$ cat src/pkg/dmb_defines.svh
`ifndef DMB_DEFINES_SVH
`define DMB_DEFINES_SVH

// clock and memory cycle timing
`define DMB_CLK_PERIOD_NS   5
`define DMB_CYCLE_NS        500
`define DMB_CYCLE_CLKS      (`DMB_CYCLE_NS / `DMB_CLK_PERIOD_NS)
// phases within one memory cycle, in clocks from cycle start; address strobe high time counted back from cycle end
`define DMB_ADDR_HOLD_CLKS  8
`define DMB_AS_HIGH_CLKS    25
`define DMB_DS_FALL_CLKS    40
`define DMB_DS_RISE_CLKS    96
// warning interval limit
`define DMB_WARN_MAX_US     23
`define DMB_WARN_MAX_CLKS   ((`DMB_WARN_MAX_US * 1000) / `DMB_CLK_PERIOD_NS)
// register map access: acknowledge delay for reads (synchronisation)
`define DMB_REG_ACK_CLKS    40
// scroll map
`define DMB_SCROLL_ROWS     26
`define DMB_CTRL_FIRST_IDX  5'h19
`define DMB_ROWS_MIN        5'h01
`define DMB_ROWS_MAX        5'h19
// register map: scroll map occupies indices 0..25, 26 holds start row,
// 27 holds row count, 28 warning low, 29 warning high, 30 status (read only)
`define DMB_REG_START_ROW   8'h1a
`define DMB_REG_ROW_COUNT   8'h1b
`define DMB_REG_WARN_LO     8'h1c
`define DMB_REG_WARN_HI     8'h1d
`define DMB_REG_STATUS      8'h1e
`define DMB_WORDS_PER_ROW   8'h28

`endif

$ cat src/pkg/dmb_pkg.sv
package dmb_pkg;
  typedef enum logic [2:0] {
    DMB_IDLE  = 3'b000,
    DMB_WARN  = 3'b001,
    DMB_CYCLE = 3'b010,
    DMB_DONE  = 3'b011
  } dmb_state_t;
endpackage

$ cat src/core/dmb_scroll_map.sv
`timescale 1ns/100ps
`include "dmb_defines.svh"
module dmb_scroll_map import dmb_pkg::*; #(
  parameter int ROWS = `DMB_SCROLL_ROWS
) (
  // clock and reset
  input  wire logic       clk,
  input  wire logic       nrst,
  // write port from register map
  input  wire logic       wr_en,
  input  wire logic [4:0] wr_idx,
  input  wire logic [7:0] wr_data,
  // read port for register map
  input  wire logic [4:0] rd_idx,
  output logic      [7:0] rd_data,
  // lookup port for fetch engine
  input  wire logic [4:0] scan_row,
  output logic      [7:0] mem_row
);
  logic [7:0] map_q [ROWS];
  logic [7:0] map_d [ROWS];

  always_comb begin
    for (int i = 0; i < ROWS; i++) begin
      map_d[i] = map_q[i];
    end
    if (wr_en && (32'(wr_idx) < ROWS)) begin
      map_d[wr_idx] = wr_data;
    end
  end

  always_ff @(posedge clk) begin
    for (int i = 0; i < ROWS; i++) begin
      map_q[i] <= nrst ? map_d[i] : 8'h00;
    end
  end

  assign rd_data = (32'(rd_idx) < ROWS) ? map_q[rd_idx] : 8'h00;
  assign mem_row = (32'(scan_row) < ROWS) ? map_q[scan_row] : 8'h00;
endmodule // dmb_scroll_map

$ cat src/core/dmb_bus_if.sv
`timescale 1ns/100ps
`include "dmb_defines.svh"
// Function
// - read display memory over 16-bit muxed bus, 500 ns cycle
// - address strobe starts each cycle, latching the address
// - both byte strobes always asserted together, full word fetched
// - read/write line driven high; never writes memory
// - even bytes on upper half; only even word addresses issued
// - bus request held through access period, starting warning interval before
// - warning interval programmable from 0 to 23 us
// - register map is 8-bit RAM on upper byte, strobes become inputs
// - transfer acknowledge marks register access completion
// - write-only mode takes low data byte as register address
// - link buffer gives 8-bit host access to lower memory half
// - 26-byte scroll map holds one row pointer per displayed row
// - control bits allow 1 to 25 rows at any position
// - each row fetched in one flyback into alternate buffer half
// - short host writes allowed; acknowledge may be delayed
module dmb_bus_if import dmb_pkg::*; #(
  parameter int WORDS_PER_ROW = 40
) (
  // clock and reset
  input  wire logic        clk,
  input  wire logic        nrst,
  // display timing
  input  wire logic        flyback_start,
  input  wire logic [4:0]  scan_row,
  // multiplexed address/data bus
  input  wire logic [15:0] ad_in,
  output logic      [15:0] ad_out,
  output logic      [15:0] ad_oe,
  output logic             addr_strobe_out,
  output logic             bus_request_out,
  output logic             upper_byte_strobe_out,
  output logic             lower_byte_strobe,
  output logic             rw_out,
  output logic             ctrl_oe,
  // host register map access
  input  wire logic        register_map_enable,
  input  wire logic        upper_byte_strobe_in,
  input  wire logic        rw_in,
  input  wire logic        write_only_mode,
  output logic             transfer_ack_out,
  // link-through buffer
  input  wire logic        link_buffer_enable,
  input  wire logic        send_receive,
  input  wire logic [7:0]  host_data_in,
  output logic      [7:0]  host_data_out,
  output logic             host_data_oe,
  // row buffer fill
  output logic      [15:0] fill_data,
  output logic      [5:0]  fill_col,
  output logic             fill_half,
  output logic             fill_valid,
  output logic             row_visible
);
  dmb_state_t  st_q, st_d;
  logic [12:0] warn_cnt_q, warn_cnt_d;
  logic [6:0]  cyc_cnt_q, cyc_cnt_d;
  logic [5:0]  word_q, word_d;
  logic        half_q, half_d;
  logic [15:0] data_q, data_d;
  logic        fv_q, fv_d;
  logic [7:0]  row_ptr_q, row_ptr_d;
  logic [7:0]  warn_lo_q, warn_lo_d, warn_hi_q, warn_hi_d;
  logic [4:0]  start_q, start_d, count_q, count_d;
  logic        ack_q, ack_d, busy_q, busy_d;
  logic [5:0]  ack_cnt_q, ack_cnt_d;
  logic [15:0] reg_rd_q, reg_rd_d;
  logic [7:0]  map_rd, mem_row, reg_addr;
  logic [12:0] warn_set;
  logic        reg_wr, map_active;
  logic [4:0]  rel_row;

  function automatic logic [12:0] clamp_warn(input logic [15:0] v);
    return (v > 16'(`DMB_WARN_MAX_CLKS)) ? 13'(`DMB_WARN_MAX_CLKS) : v[12:0];
  endfunction

  assign map_active = !register_map_enable && !upper_byte_strobe_in;
  // address on low half, low data byte in write-only mode
  assign reg_addr   = ad_in[7:0];
  assign reg_wr     = map_active && !rw_in && !busy_q;
  // warning programmed in clocks, clamped to 23 us
  assign warn_set   = clamp_warn({warn_hi_q, warn_lo_q});
  // rows shown from start position for count rows
  assign rel_row    = scan_row - start_q;
  assign row_visible = (scan_row >= start_q) && (rel_row < count_q);

  dmb_scroll_map u_map (
    .clk      (clk),
    .nrst     (nrst),
    .wr_en    (reg_wr && (reg_addr < 8'(`DMB_SCROLL_ROWS))),
    .wr_idx   (reg_addr[4:0]),
    .wr_data  (ad_in[15:8]),
    .rd_idx   (reg_addr[4:0]),
    .rd_data  (map_rd),
    .scan_row (scan_row),
    .mem_row  (mem_row)
  );

  always_comb begin
    st_d = st_q; warn_cnt_d = warn_cnt_q; cyc_cnt_d = cyc_cnt_q;
    word_d = word_q; half_d = half_q; data_d = data_q; fv_d = 1'b0;
    row_ptr_d = row_ptr_q;
    case (st_q)
      DMB_IDLE: begin
        // one fetch per row during flyback
        if (flyback_start && row_visible) begin
          row_ptr_d = mem_row;
          warn_cnt_d = warn_set;
          word_d = 6'h00;
          cyc_cnt_d = 7'h00;
          st_d = (warn_set == 13'h0000) ? DMB_CYCLE : DMB_WARN;
        end
      end
      // request raised ahead of bus activity
      DMB_WARN: begin
        warn_cnt_d = warn_cnt_q - 13'h0001;
        if (warn_cnt_q == 13'h0001) st_d = DMB_CYCLE;
      end
      DMB_CYCLE: begin
        cyc_cnt_d = cyc_cnt_q + 7'h01;
        if (cyc_cnt_q == 7'(`DMB_DS_RISE_CLKS - 1)) begin
          data_d = ad_in;
          fv_d = 1'b1;
        end
        if (cyc_cnt_q == 7'(`DMB_CYCLE_CLKS - 1)) begin
          cyc_cnt_d = 7'h00;
          word_d = word_q + 6'h01;
          if (32'(word_q) == WORDS_PER_ROW - 1) st_d = DMB_DONE;
        end
      end
      DMB_DONE: begin
        half_d = !half_q;
        st_d = DMB_IDLE;
      end
      default: st_d = DMB_IDLE;
    endcase
  end

  // register map and acknowledge
  always_comb begin
    warn_lo_d = warn_lo_q; warn_hi_d = warn_hi_q;
    start_d = start_q; count_d = count_q;
    ack_d = ack_q; busy_d = busy_q; ack_cnt_d = ack_cnt_q; reg_rd_d = reg_rd_q;
    if (!map_active) begin
      ack_d = 1'b0; busy_d = 1'b0; ack_cnt_d = 6'h00;
    end else if (!busy_q) begin
      busy_d = 1'b1;
      ack_cnt_d = 6'h00;
      if (!rw_in) begin
        case (reg_addr)
          `DMB_REG_WARN_LO:   warn_lo_d = ad_in[15:8];
          `DMB_REG_WARN_HI:   warn_hi_d = ad_in[15:8];
          `DMB_REG_START_ROW: start_d = (ad_in[12:8] > `DMB_CTRL_FIRST_IDX) ? 5'h00 : ad_in[12:8];
          `DMB_REG_ROW_COUNT: count_d = (ad_in[12:8] < `DMB_ROWS_MIN) ? `DMB_ROWS_MIN :
                                        (ad_in[12:8] > `DMB_ROWS_MAX) ? `DMB_ROWS_MAX : ad_in[12:8];
          default: ;
        endcase
        ack_d = 1'b1;
      end else begin
        case (reg_addr)
          `DMB_REG_WARN_LO:   reg_rd_d = {warn_lo_q, 8'h00};
          `DMB_REG_WARN_HI:   reg_rd_d = {warn_hi_q, 8'h00};
          `DMB_REG_START_ROW: reg_rd_d = {3'h0, start_q, 8'h00};
          `DMB_REG_ROW_COUNT: reg_rd_d = {3'h0, count_q, 8'h00};
          `DMB_REG_STATUS:    reg_rd_d = {5'h00, half_q, (st_q == DMB_CYCLE), (st_q != DMB_IDLE), 8'h00};
          default:            reg_rd_d = {map_rd, 8'h00};
        endcase
      end
    end else if (!ack_q) begin
      ack_cnt_d = ack_cnt_q + 6'h01;
      if (ack_cnt_q == 6'(`DMB_REG_ACK_CLKS - 1)) ack_d = 1'b1;
    end
  end

  always_ff @(posedge clk) begin
    if (!nrst) begin
      st_q <= DMB_IDLE; warn_cnt_q <= 13'h0000; cyc_cnt_q <= 7'h00;
      word_q <= 6'h00; half_q <= 1'b0; data_q <= 16'h0000; fv_q <= 1'b0;
      row_ptr_q <= 8'h00; warn_lo_q <= 8'h00; warn_hi_q <= 8'h00;
      start_q <= 5'h00; count_q <= `DMB_ROWS_MAX; ack_q <= 1'b0;
      busy_q <= 1'b0; ack_cnt_q <= 6'h00; reg_rd_q <= 16'h0000;
    end else begin
      st_q <= st_d; warn_cnt_q <= warn_cnt_d; cyc_cnt_q <= cyc_cnt_d;
      word_q <= word_d; half_q <= half_d; data_q <= data_d; fv_q <= fv_d;
      row_ptr_q <= row_ptr_d; warn_lo_q <= warn_lo_d; warn_hi_q <= warn_hi_d;
      start_q <= start_d; count_q <= count_d; ack_q <= ack_d;
      busy_q <= busy_d; ack_cnt_q <= ack_cnt_d; reg_rd_q <= reg_rd_d;
    end
  end

  logic in_cyc;
  assign in_cyc = (st_q == DMB_CYCLE);
  // request across warning and fetch, dropped after
  assign bus_request_out = !((st_q == DMB_WARN) || in_cyc);
  // strobe low after address setup, high again late in cycle
  assign addr_strobe_out = !(in_cyc && (cyc_cnt_q >= 7'(`DMB_ADDR_HOLD_CLKS - 4))
                                     && (cyc_cnt_q < 7'(`DMB_CYCLE_CLKS - `DMB_AS_HIGH_CLKS)));
  // both byte strobes from one term
  logic ds_low;
  assign ds_low = in_cyc && (cyc_cnt_q >= 7'(`DMB_DS_FALL_CLKS)) && (cyc_cnt_q < 7'(`DMB_DS_RISE_CLKS));
  assign upper_byte_strobe_out = !ds_low;
  assign lower_byte_strobe     = !ds_low;
  assign rw_out  = 1'b1;
  assign ctrl_oe = in_cyc;
  // word address = row base*80 + word*2, bit 0 always zero
  logic [15:0] word_addr;
  assign word_addr = (16'(row_ptr_q) * 16'(WORDS_PER_ROW) + 16'(word_q)) << 1;
  logic drive_addr;
  assign drive_addr = in_cyc && (cyc_cnt_q < 7'(`DMB_ADDR_HOLD_CLKS + 12));
  // read data driven on upper byte during register read
  // write-only hosts have no read-back path, so never drive
  logic drive_reg;
  assign drive_reg = map_active && rw_in && busy_q && !write_only_mode;
  // host to memory direction of link buffer
  logic drive_link;
  assign drive_link = !link_buffer_enable && !send_receive && !in_cyc;
  assign ad_out = drive_addr ? word_addr :
                  drive_reg  ? reg_rd_q  :
                  drive_link ? {8'h00, host_data_in} : 16'h0000;
  assign ad_oe  = drive_addr ? 16'hffff :
                  drive_reg  ? 16'hff00 :
                  drive_link ? 16'h00ff : 16'h0000;
  assign transfer_ack_out = !ack_q;
  assign host_data_out = ad_in[7:0];
  assign host_data_oe  = !link_buffer_enable && send_receive;
  assign fill_data  = data_q;
  assign fill_col   = word_q;
  assign fill_half  = half_q;
  assign fill_valid = fv_q;
endmodule // dmb_bus_if

$ cat config.mk
export PLATFORM = sky130hd
export DESIGN_NAME = dmb_bus_if
export DESIGN_NICKNAME = d
export VERILOG_FILES = /design/src/pkg/dmb_pkg.sv /design/src/core/dmb_scroll_map.sv /design/src/core/dmb_bus_if.sv
export VERILOG_INCLUDE_DIRS = /design/src /design/src/pkg
export SDC_FILE = /design/constraint.sdc
export NUM_CORES = 1
export LEC_CHECK = 0
export ABC_AREA = 1
export BUFFER_PORTS_ARGS = -buffer_cell sky130_fd_sc_hd__buf_4
export CAP_MARGIN = 20
export CORE_ASPECT_RATIO = 1.5
export CORE_UTILIZATION = 44
export CTS_BUF_LIST = sky130_fd_sc_hd__clkbuf_8
export CTS_CLUSTER_SIZE = 16
export DETAILED_ROUTE_END_ITERATION = 7
export PLACE_DENSITY = 0.62
export SLEW_MARGIN = 0
export SYNTH_ARGS = -nofsm -noshare
export SYNTH_HDL_FRONTEND = slang
export SYNTH_HIERARCHICAL = 1
export SYNTH_SLANG_ARGS = --single-unit
$ cat constraint.sdc
create_clock -name clk -period 5 [get_ports clk]
set_input_delay 1 -clock clk [delete_from_list [all_inputs] [get_ports clk]]
set_output_delay 1 -clock clk [all_outputs]
set_load 0.02 [all_outputs]
After elaboration in Yosys (flattened, before gate mapping). Memory sizes are Yosys's and may differ from the RTL's. Cells that the tools add are included.

Add/subtract/negate cells: 6. Multipliers: 1. $lt $le $gt $ge: 15. Eq/ne operators: 18. Mux-type cells: 63. Bitwise gates (word level): 3. Reductions and logical operators: 52.

Operators by type and width (number): two-way mux 8 bit (31); bitwise mux 208 bit (1); two-way mux 208 bit (1); one-hot mux 16 bit (5 select lines) (1); two-way mux 16 bit (4); demux 8 bit (select 5 bit) (1); == test 8 x 5 -> 1 bit (second input constant) (5); two-way mux 13 bit (2); one-hot mux 13 bit (2 select lines) (1); AND reduction 4 bit (5); logical AND 1 bit (19); > comparator 16 x 13 -> 1 bit (second input constant) (1); adder 14 x 6 -> 15 bit (1); two-way mux 5 bit (3); == test 7 bit (second input constant) (2); < comparator 7 bit (second input constant) (2); two-way mux 7 bit (2); one-hot mux 7 bit (2 select lines) (1); == test 13 x 1 -> 1 bit (second input constant) (1); zero test 1 bit (13); zero test 13 bit (1); subtractor 13 x 1 -> 13 bit (second input constant) (1); adder 6 x 1 -> 6 bit (second input constant) (2); == test 6 bit (second input constant) (2); other kinds (32) (55).

Flip-flop bits (word level): 105. Bits in writable memories: 208. Bits of input ports: 38. Output and inout bits: 73. Word-level logic and storage cells: 175. Memories kept: 1.

Memories: u_map.map_q (depth 26, bits a word 8, read ports 28, clocked after memory_dff 0, write ports 26, RTL line dmb_scroll_map.sv:20) `logic [7:0] map_q [ROWS];`.

Depth between registers and ports, before layout.
Depth in word-level cells: 8. Gate-level depth with buffers: 18. Mapped depth without buffers: 18.

Cells and area by module. The synthesis kept the hierarchy.

By module, submodules not included: dmb_scroll_map (instances 1, cells each 2010, area an instance 11886.4 um^2, seq. area each 4164.0 um^2); dmb_bus_if (instances 1, cells each 871, area an instance 6007.0 um^2, seq. area each 1921.8 um^2).

Least setup slack after synthesis. OpenSTA, ideal clock, no wires.

Path kind: in2out. Start: in scan_row[0]. End: out row_visible. Data arrival time: 2801 ps. Data required time: 4000 ps. Slack: 1199 ps. Cell stages on the path: 13. Path through: inv_1 > ha_1 > inv_1 > fa_1 > nand3_1 > nand2_1 > xor2_1 > ha_1 > nand2_1 > nor2_1 > nand3_1 > o211a_1 > and2_1.

Word-level cells in the longest chain between the ends: 3. Elaborated cells on any way between the ends: 4.

Ends and longest elaborated chain: start: declaration (RTL line dmb_bus_if.sv:27) `input wire logic [4:0] scan_row,`; subtractor 5 bit (RTL line dmb_bus_if.sv:86) `assign rel_row = scan_row - start_q;`; < comparator 5 bit (RTL line dmb_bus_if.sv:87) `assign row_visible = (scan_row >= start_q) && (rel_row < count_q);`; logical AND 1 bit (*) (RTL line dmb_bus_if.sv:87); end: declaration (RTL line dmb_bus_if.sv:55) `output logic row_visible`.

Mark *: on every way between the ends. The rest lies on a longest branch, timed or not.

Worst setup path in the final report. Same ends and word-level chain as after synthesis.

==> results.md <==
* # resized after CTS at 0
* Clock sink count at 304
* M1 WL at 24.1 mm
* Die Area at 0.0415 mm^2
* Cts bufs inserted at 48
* Netlist Area Pre-Place at 0.0179 mm^2
* PD cells at 325 mW/mm^2
* Chip Width at 167 um
* Detail Placement HPWL at 42.6 mm
* Net Sw Frac at 33.6%
* Distinct cell type count after synthesis at 54
* Vias at 18.6k
* Predominant post-synthesis flop cell: dfxtp_1
* Final period demand of the worst path at 4.14 ns
* Initial core utilization at 44.5%
* Maximum clock insertion buffer count at 3
* Slew headroom at 33.9%
* Met3 wire length at 3.30 mm
* Status: finished, final reports clean
* GRT Total Usage at 29.5%
* Area grow syn2layout at 10.5%
* Sequential fraction of the synthesis area at 34.0%
* Post-synth EDFFs at 0
* Critical path peak fanout at 3
* CORE AREA at 0.0402 mm^2
* Crit. End Element: primary output
* Synth warn at 6
* Period utilization at 82.8%
* DR vias/cell at 5.42
* Inst Count DP at 3346
* P_leak at 8.57 nW
* Hold-fix buffers at CTS at 0
* GRT overflow at 0
* Hold_ws at 0.474 ns
* Synthesized flop and latch total at 304
* Iter 0 DRT Violations at 1820
* Final Hold Vio Count at 0
* Postcts setup bufs at 0
* Leading cell type in the layout, fill and taps excluded: nand2_1
* Async SR Flop Fraction at 0%
* Worst VDD drop at 0.000150 V
* Port Buf Inserts at 109
* WP data required at 4.00 ns
* Setup TNS at 0 ns
* Met2 routed wirelength at 31.1 mm
* Rows at 90
* CTS tree: done
* Chip Height at 249 um
* Hold crit path type: flop to flop
* Tightest Pin Transition at 0.987 ns
* Final setup violation count at 0
* WL final at 62.3 mm
* Final #Nets at 2966
* H-tree depth at 2
* Max-slew violations at 0
* Antenna violations before repair at 0
* Vias in the first global route at 17.5k
* Fin Clk Skew at 0.0350 ns
* Root Buffer: clkbuf_8
* Finished Layout Cells at 3434
* Reg power frac at 39.4%
* Reg clk slew, reported paths at 0.06 ns
* Residual DRC at 0
* Routability cong. at 0.938
* DR top layer: met4
* IO Pins at 111
* Path type of the worst setup path: primary input to primary output
* N_diodes at 0
* Pint at 4.27 mW
* Highest Clock Rate at 0.242 GHz
* Sw Pwr at 2.16 mW
* Post-synthesis instance total at 2881
* Comb power frac at 24.3%
* Post-Syn Nets at 2956
* Worst-skew pair later-pin latency at 0.61 ns
* Largest net degree at the start of global routing at 107
* Worst Setup Start Kind: primary input
* Routed WL per cell at 18.1 um
* Max-Cap Viols at 0
* Share of layout cells above drive strength 1 at 9.80%
* Clock power frac at 36.3%
* Mapped Avg Cell Area at 6.21 um^2
* Antenna violation net count after detailed routing at 0
* RSZ-0062 raised after global routing: no
* Fillers at 4257
* Drt pass-1 iters at 6
* First-pass GRT wire length at 96.6 mm
* Arrival time worst endpoint at 3.14 ns
* Most frequent cells in the layout: nand2_1, nor2_1, dfxtp_1, nand3_1, o21ai_0
## cells by family (layout without fill, tap and decap cells)
family	after synthesis	after routing	synth area share, %
adder cells (fa/ha/maj)	37	37	2.71
AND/OR/NAND/NOR	1516	1516	35.3
flip-flops	304	304	34.0
AO/OA/AOI/OAI	518	518	15.9
XOR/XNOR	22	22	1.08
other	1	1	0.0210
buffers and inverters	483	530	11.0
## synth_stat cells (2+ instances only)
| master | number | area (um^2) |
|---|---|---|
| nor2_1 | 537 | 2020 |
| buf_6 | 3 | 33.8 |
| inv_1 | 279 | 1050 |
| clkbuf_1 | 86 | 323 |
| a21oi_1 | 120 | 601 |
| nor3_1 | 21 | 105 |
| xnor2_1 | 6 | 52.6 |
| ha_1 | 34 | 425 |
| nor2_4 | 4 | 45.0 |
| buf_4 | 24 | 180 |
| or2_2 | 3 | 18.8 |
| o211ai_1 | 59 | 443 |
| fa_1 | 3 | 60.1 |
| inv_2 | 32 | 120 |
| a31oi_1 | 3 | 18.8 |
| o21ai_1 | 11 | 55.1 |
| nor2_2 | 5 | 31.3 |
| nand4_1 | 7 | 43.8 |
| o22ai_1 | 14 | 87.6 |
| o31ai_1 | 2 | 15.0 |
| dfxtp_1 | 304 | 6090 |
| buf_1 | 16 | 60.1 |
| clkinv_1 | 6 | 22.5 |
| buf_2 | 37 | 185 |
| a211oi_1 | 3 | 22.5 |
| o21ai_0 | 292 | 1460 |
| xor2_1 | 16 | 140 |
| nand2_4 | 2 | 22.5 |
| o21ai_2 | 2 | 17.5 |
| nand2_1 | 600 | 2250 |
| nand3_1 | 294 | 1470 |
| a32o_1 | 4 | 40.0 |
| nand2_2 | 31 | 194 |
## final cells by class
class	instances	area, um^2	area share [%]
Multi-Input combinational cell	2094	9840	49.7
Sequential cell	304	6090	30.8
Inverter	317	1190	6.02
Timing Repair Buffer	126	975	4.93
Clock buffer	64	881	4.45
Tap cell	506	633	3.20
Clock inverter	23	180	0.911
## sequential cells by signal, summed over array words and instances, names as in the netlist, 7 cells and up
| register | cells |
|---|---|
| reg_rd_q | 8 |
| warn_hi_q | 8 |
| warn_cnt_q | 13 |
| u_map/map_q | 208 |
| row_ptr_q | 8 |
| cyc_cnt_q | 7 |
| warn_lo_q | 8 |
| fill_data | 16 |
## per-stage QoR
| stage | util (%) | cell area [um^2] | total power [mW] | setup slack (ns) |
|---|---|---|---|---|
| 2_1_floorplan | - | 17900 | 3.70 | 1.20 |
| 3_3_place_gp | 46.5 | 18700 | 4.12 | 0.849 |
| 3_5_place_dp | 46.5 | 18700 | 4.14 | 0.858 |
| 4_1_cts | 49.2 | 19800 | 6.48 | 0.850 |
| 5_1_grt | 49.2 | 19800 | 6.75 | 0.700 |
| 6_report | 49.2 | 19800 | 6.43 | 0.860 |
## layer usage
| metal | global-route usage [%] | vias up |
|---|---|---|
| met5 | 0 | - |
| met2 | 52.7 | 632 |
| met3 | 3.89 | 189 |
| li1 | - | 9275 |
| met1 | 33.3 | 8517 |
| met4 | 17.6 | 0 |
## critical path: stages
cell and delay, ns:
buf_4 0.14, inv_1 0.06, ha_1 0.18, inv_1 0.06, fa_1 0.40, nand3_1 0.08, nand2_1 0.06, xor2_1 0.14
ha_1 0.30, nand2_1 0.07, nor2_1 0.08, nand3_1 0.08, o211a_1 0.16, and2_1 0.16, buf_4 0.15
## power by group through the flow
stage          combinational, mW  sequential [mW]  clock [mW]
2_1_floorplan               1.13             2.57           0
3_3_place_gp                1.54             2.58           0
3_5_place_dp                1.55             2.59           0
4_1_cts                     1.56             2.53        2.39
5_1_grt                     1.72             2.54        2.49
6_report                    1.56             2.53        2.34
## final timing paths
kind / startpoint / end / slack [ns] / cells past startpoint
worst max-delay path: scan_row[0] / row_visible / 0.86 / 15
worst min-delay path: warn_hi_q[6] / warn_hi_q[6] / 0.47 / 2
worst max register to register: start_q[0] / warn_cnt_q[1] / 1.78 / 16
worst min register to register: warn_hi_q[6] / warn_hi_q[6] / 0.47 / 2
Power figures use the tool's default switching activity.
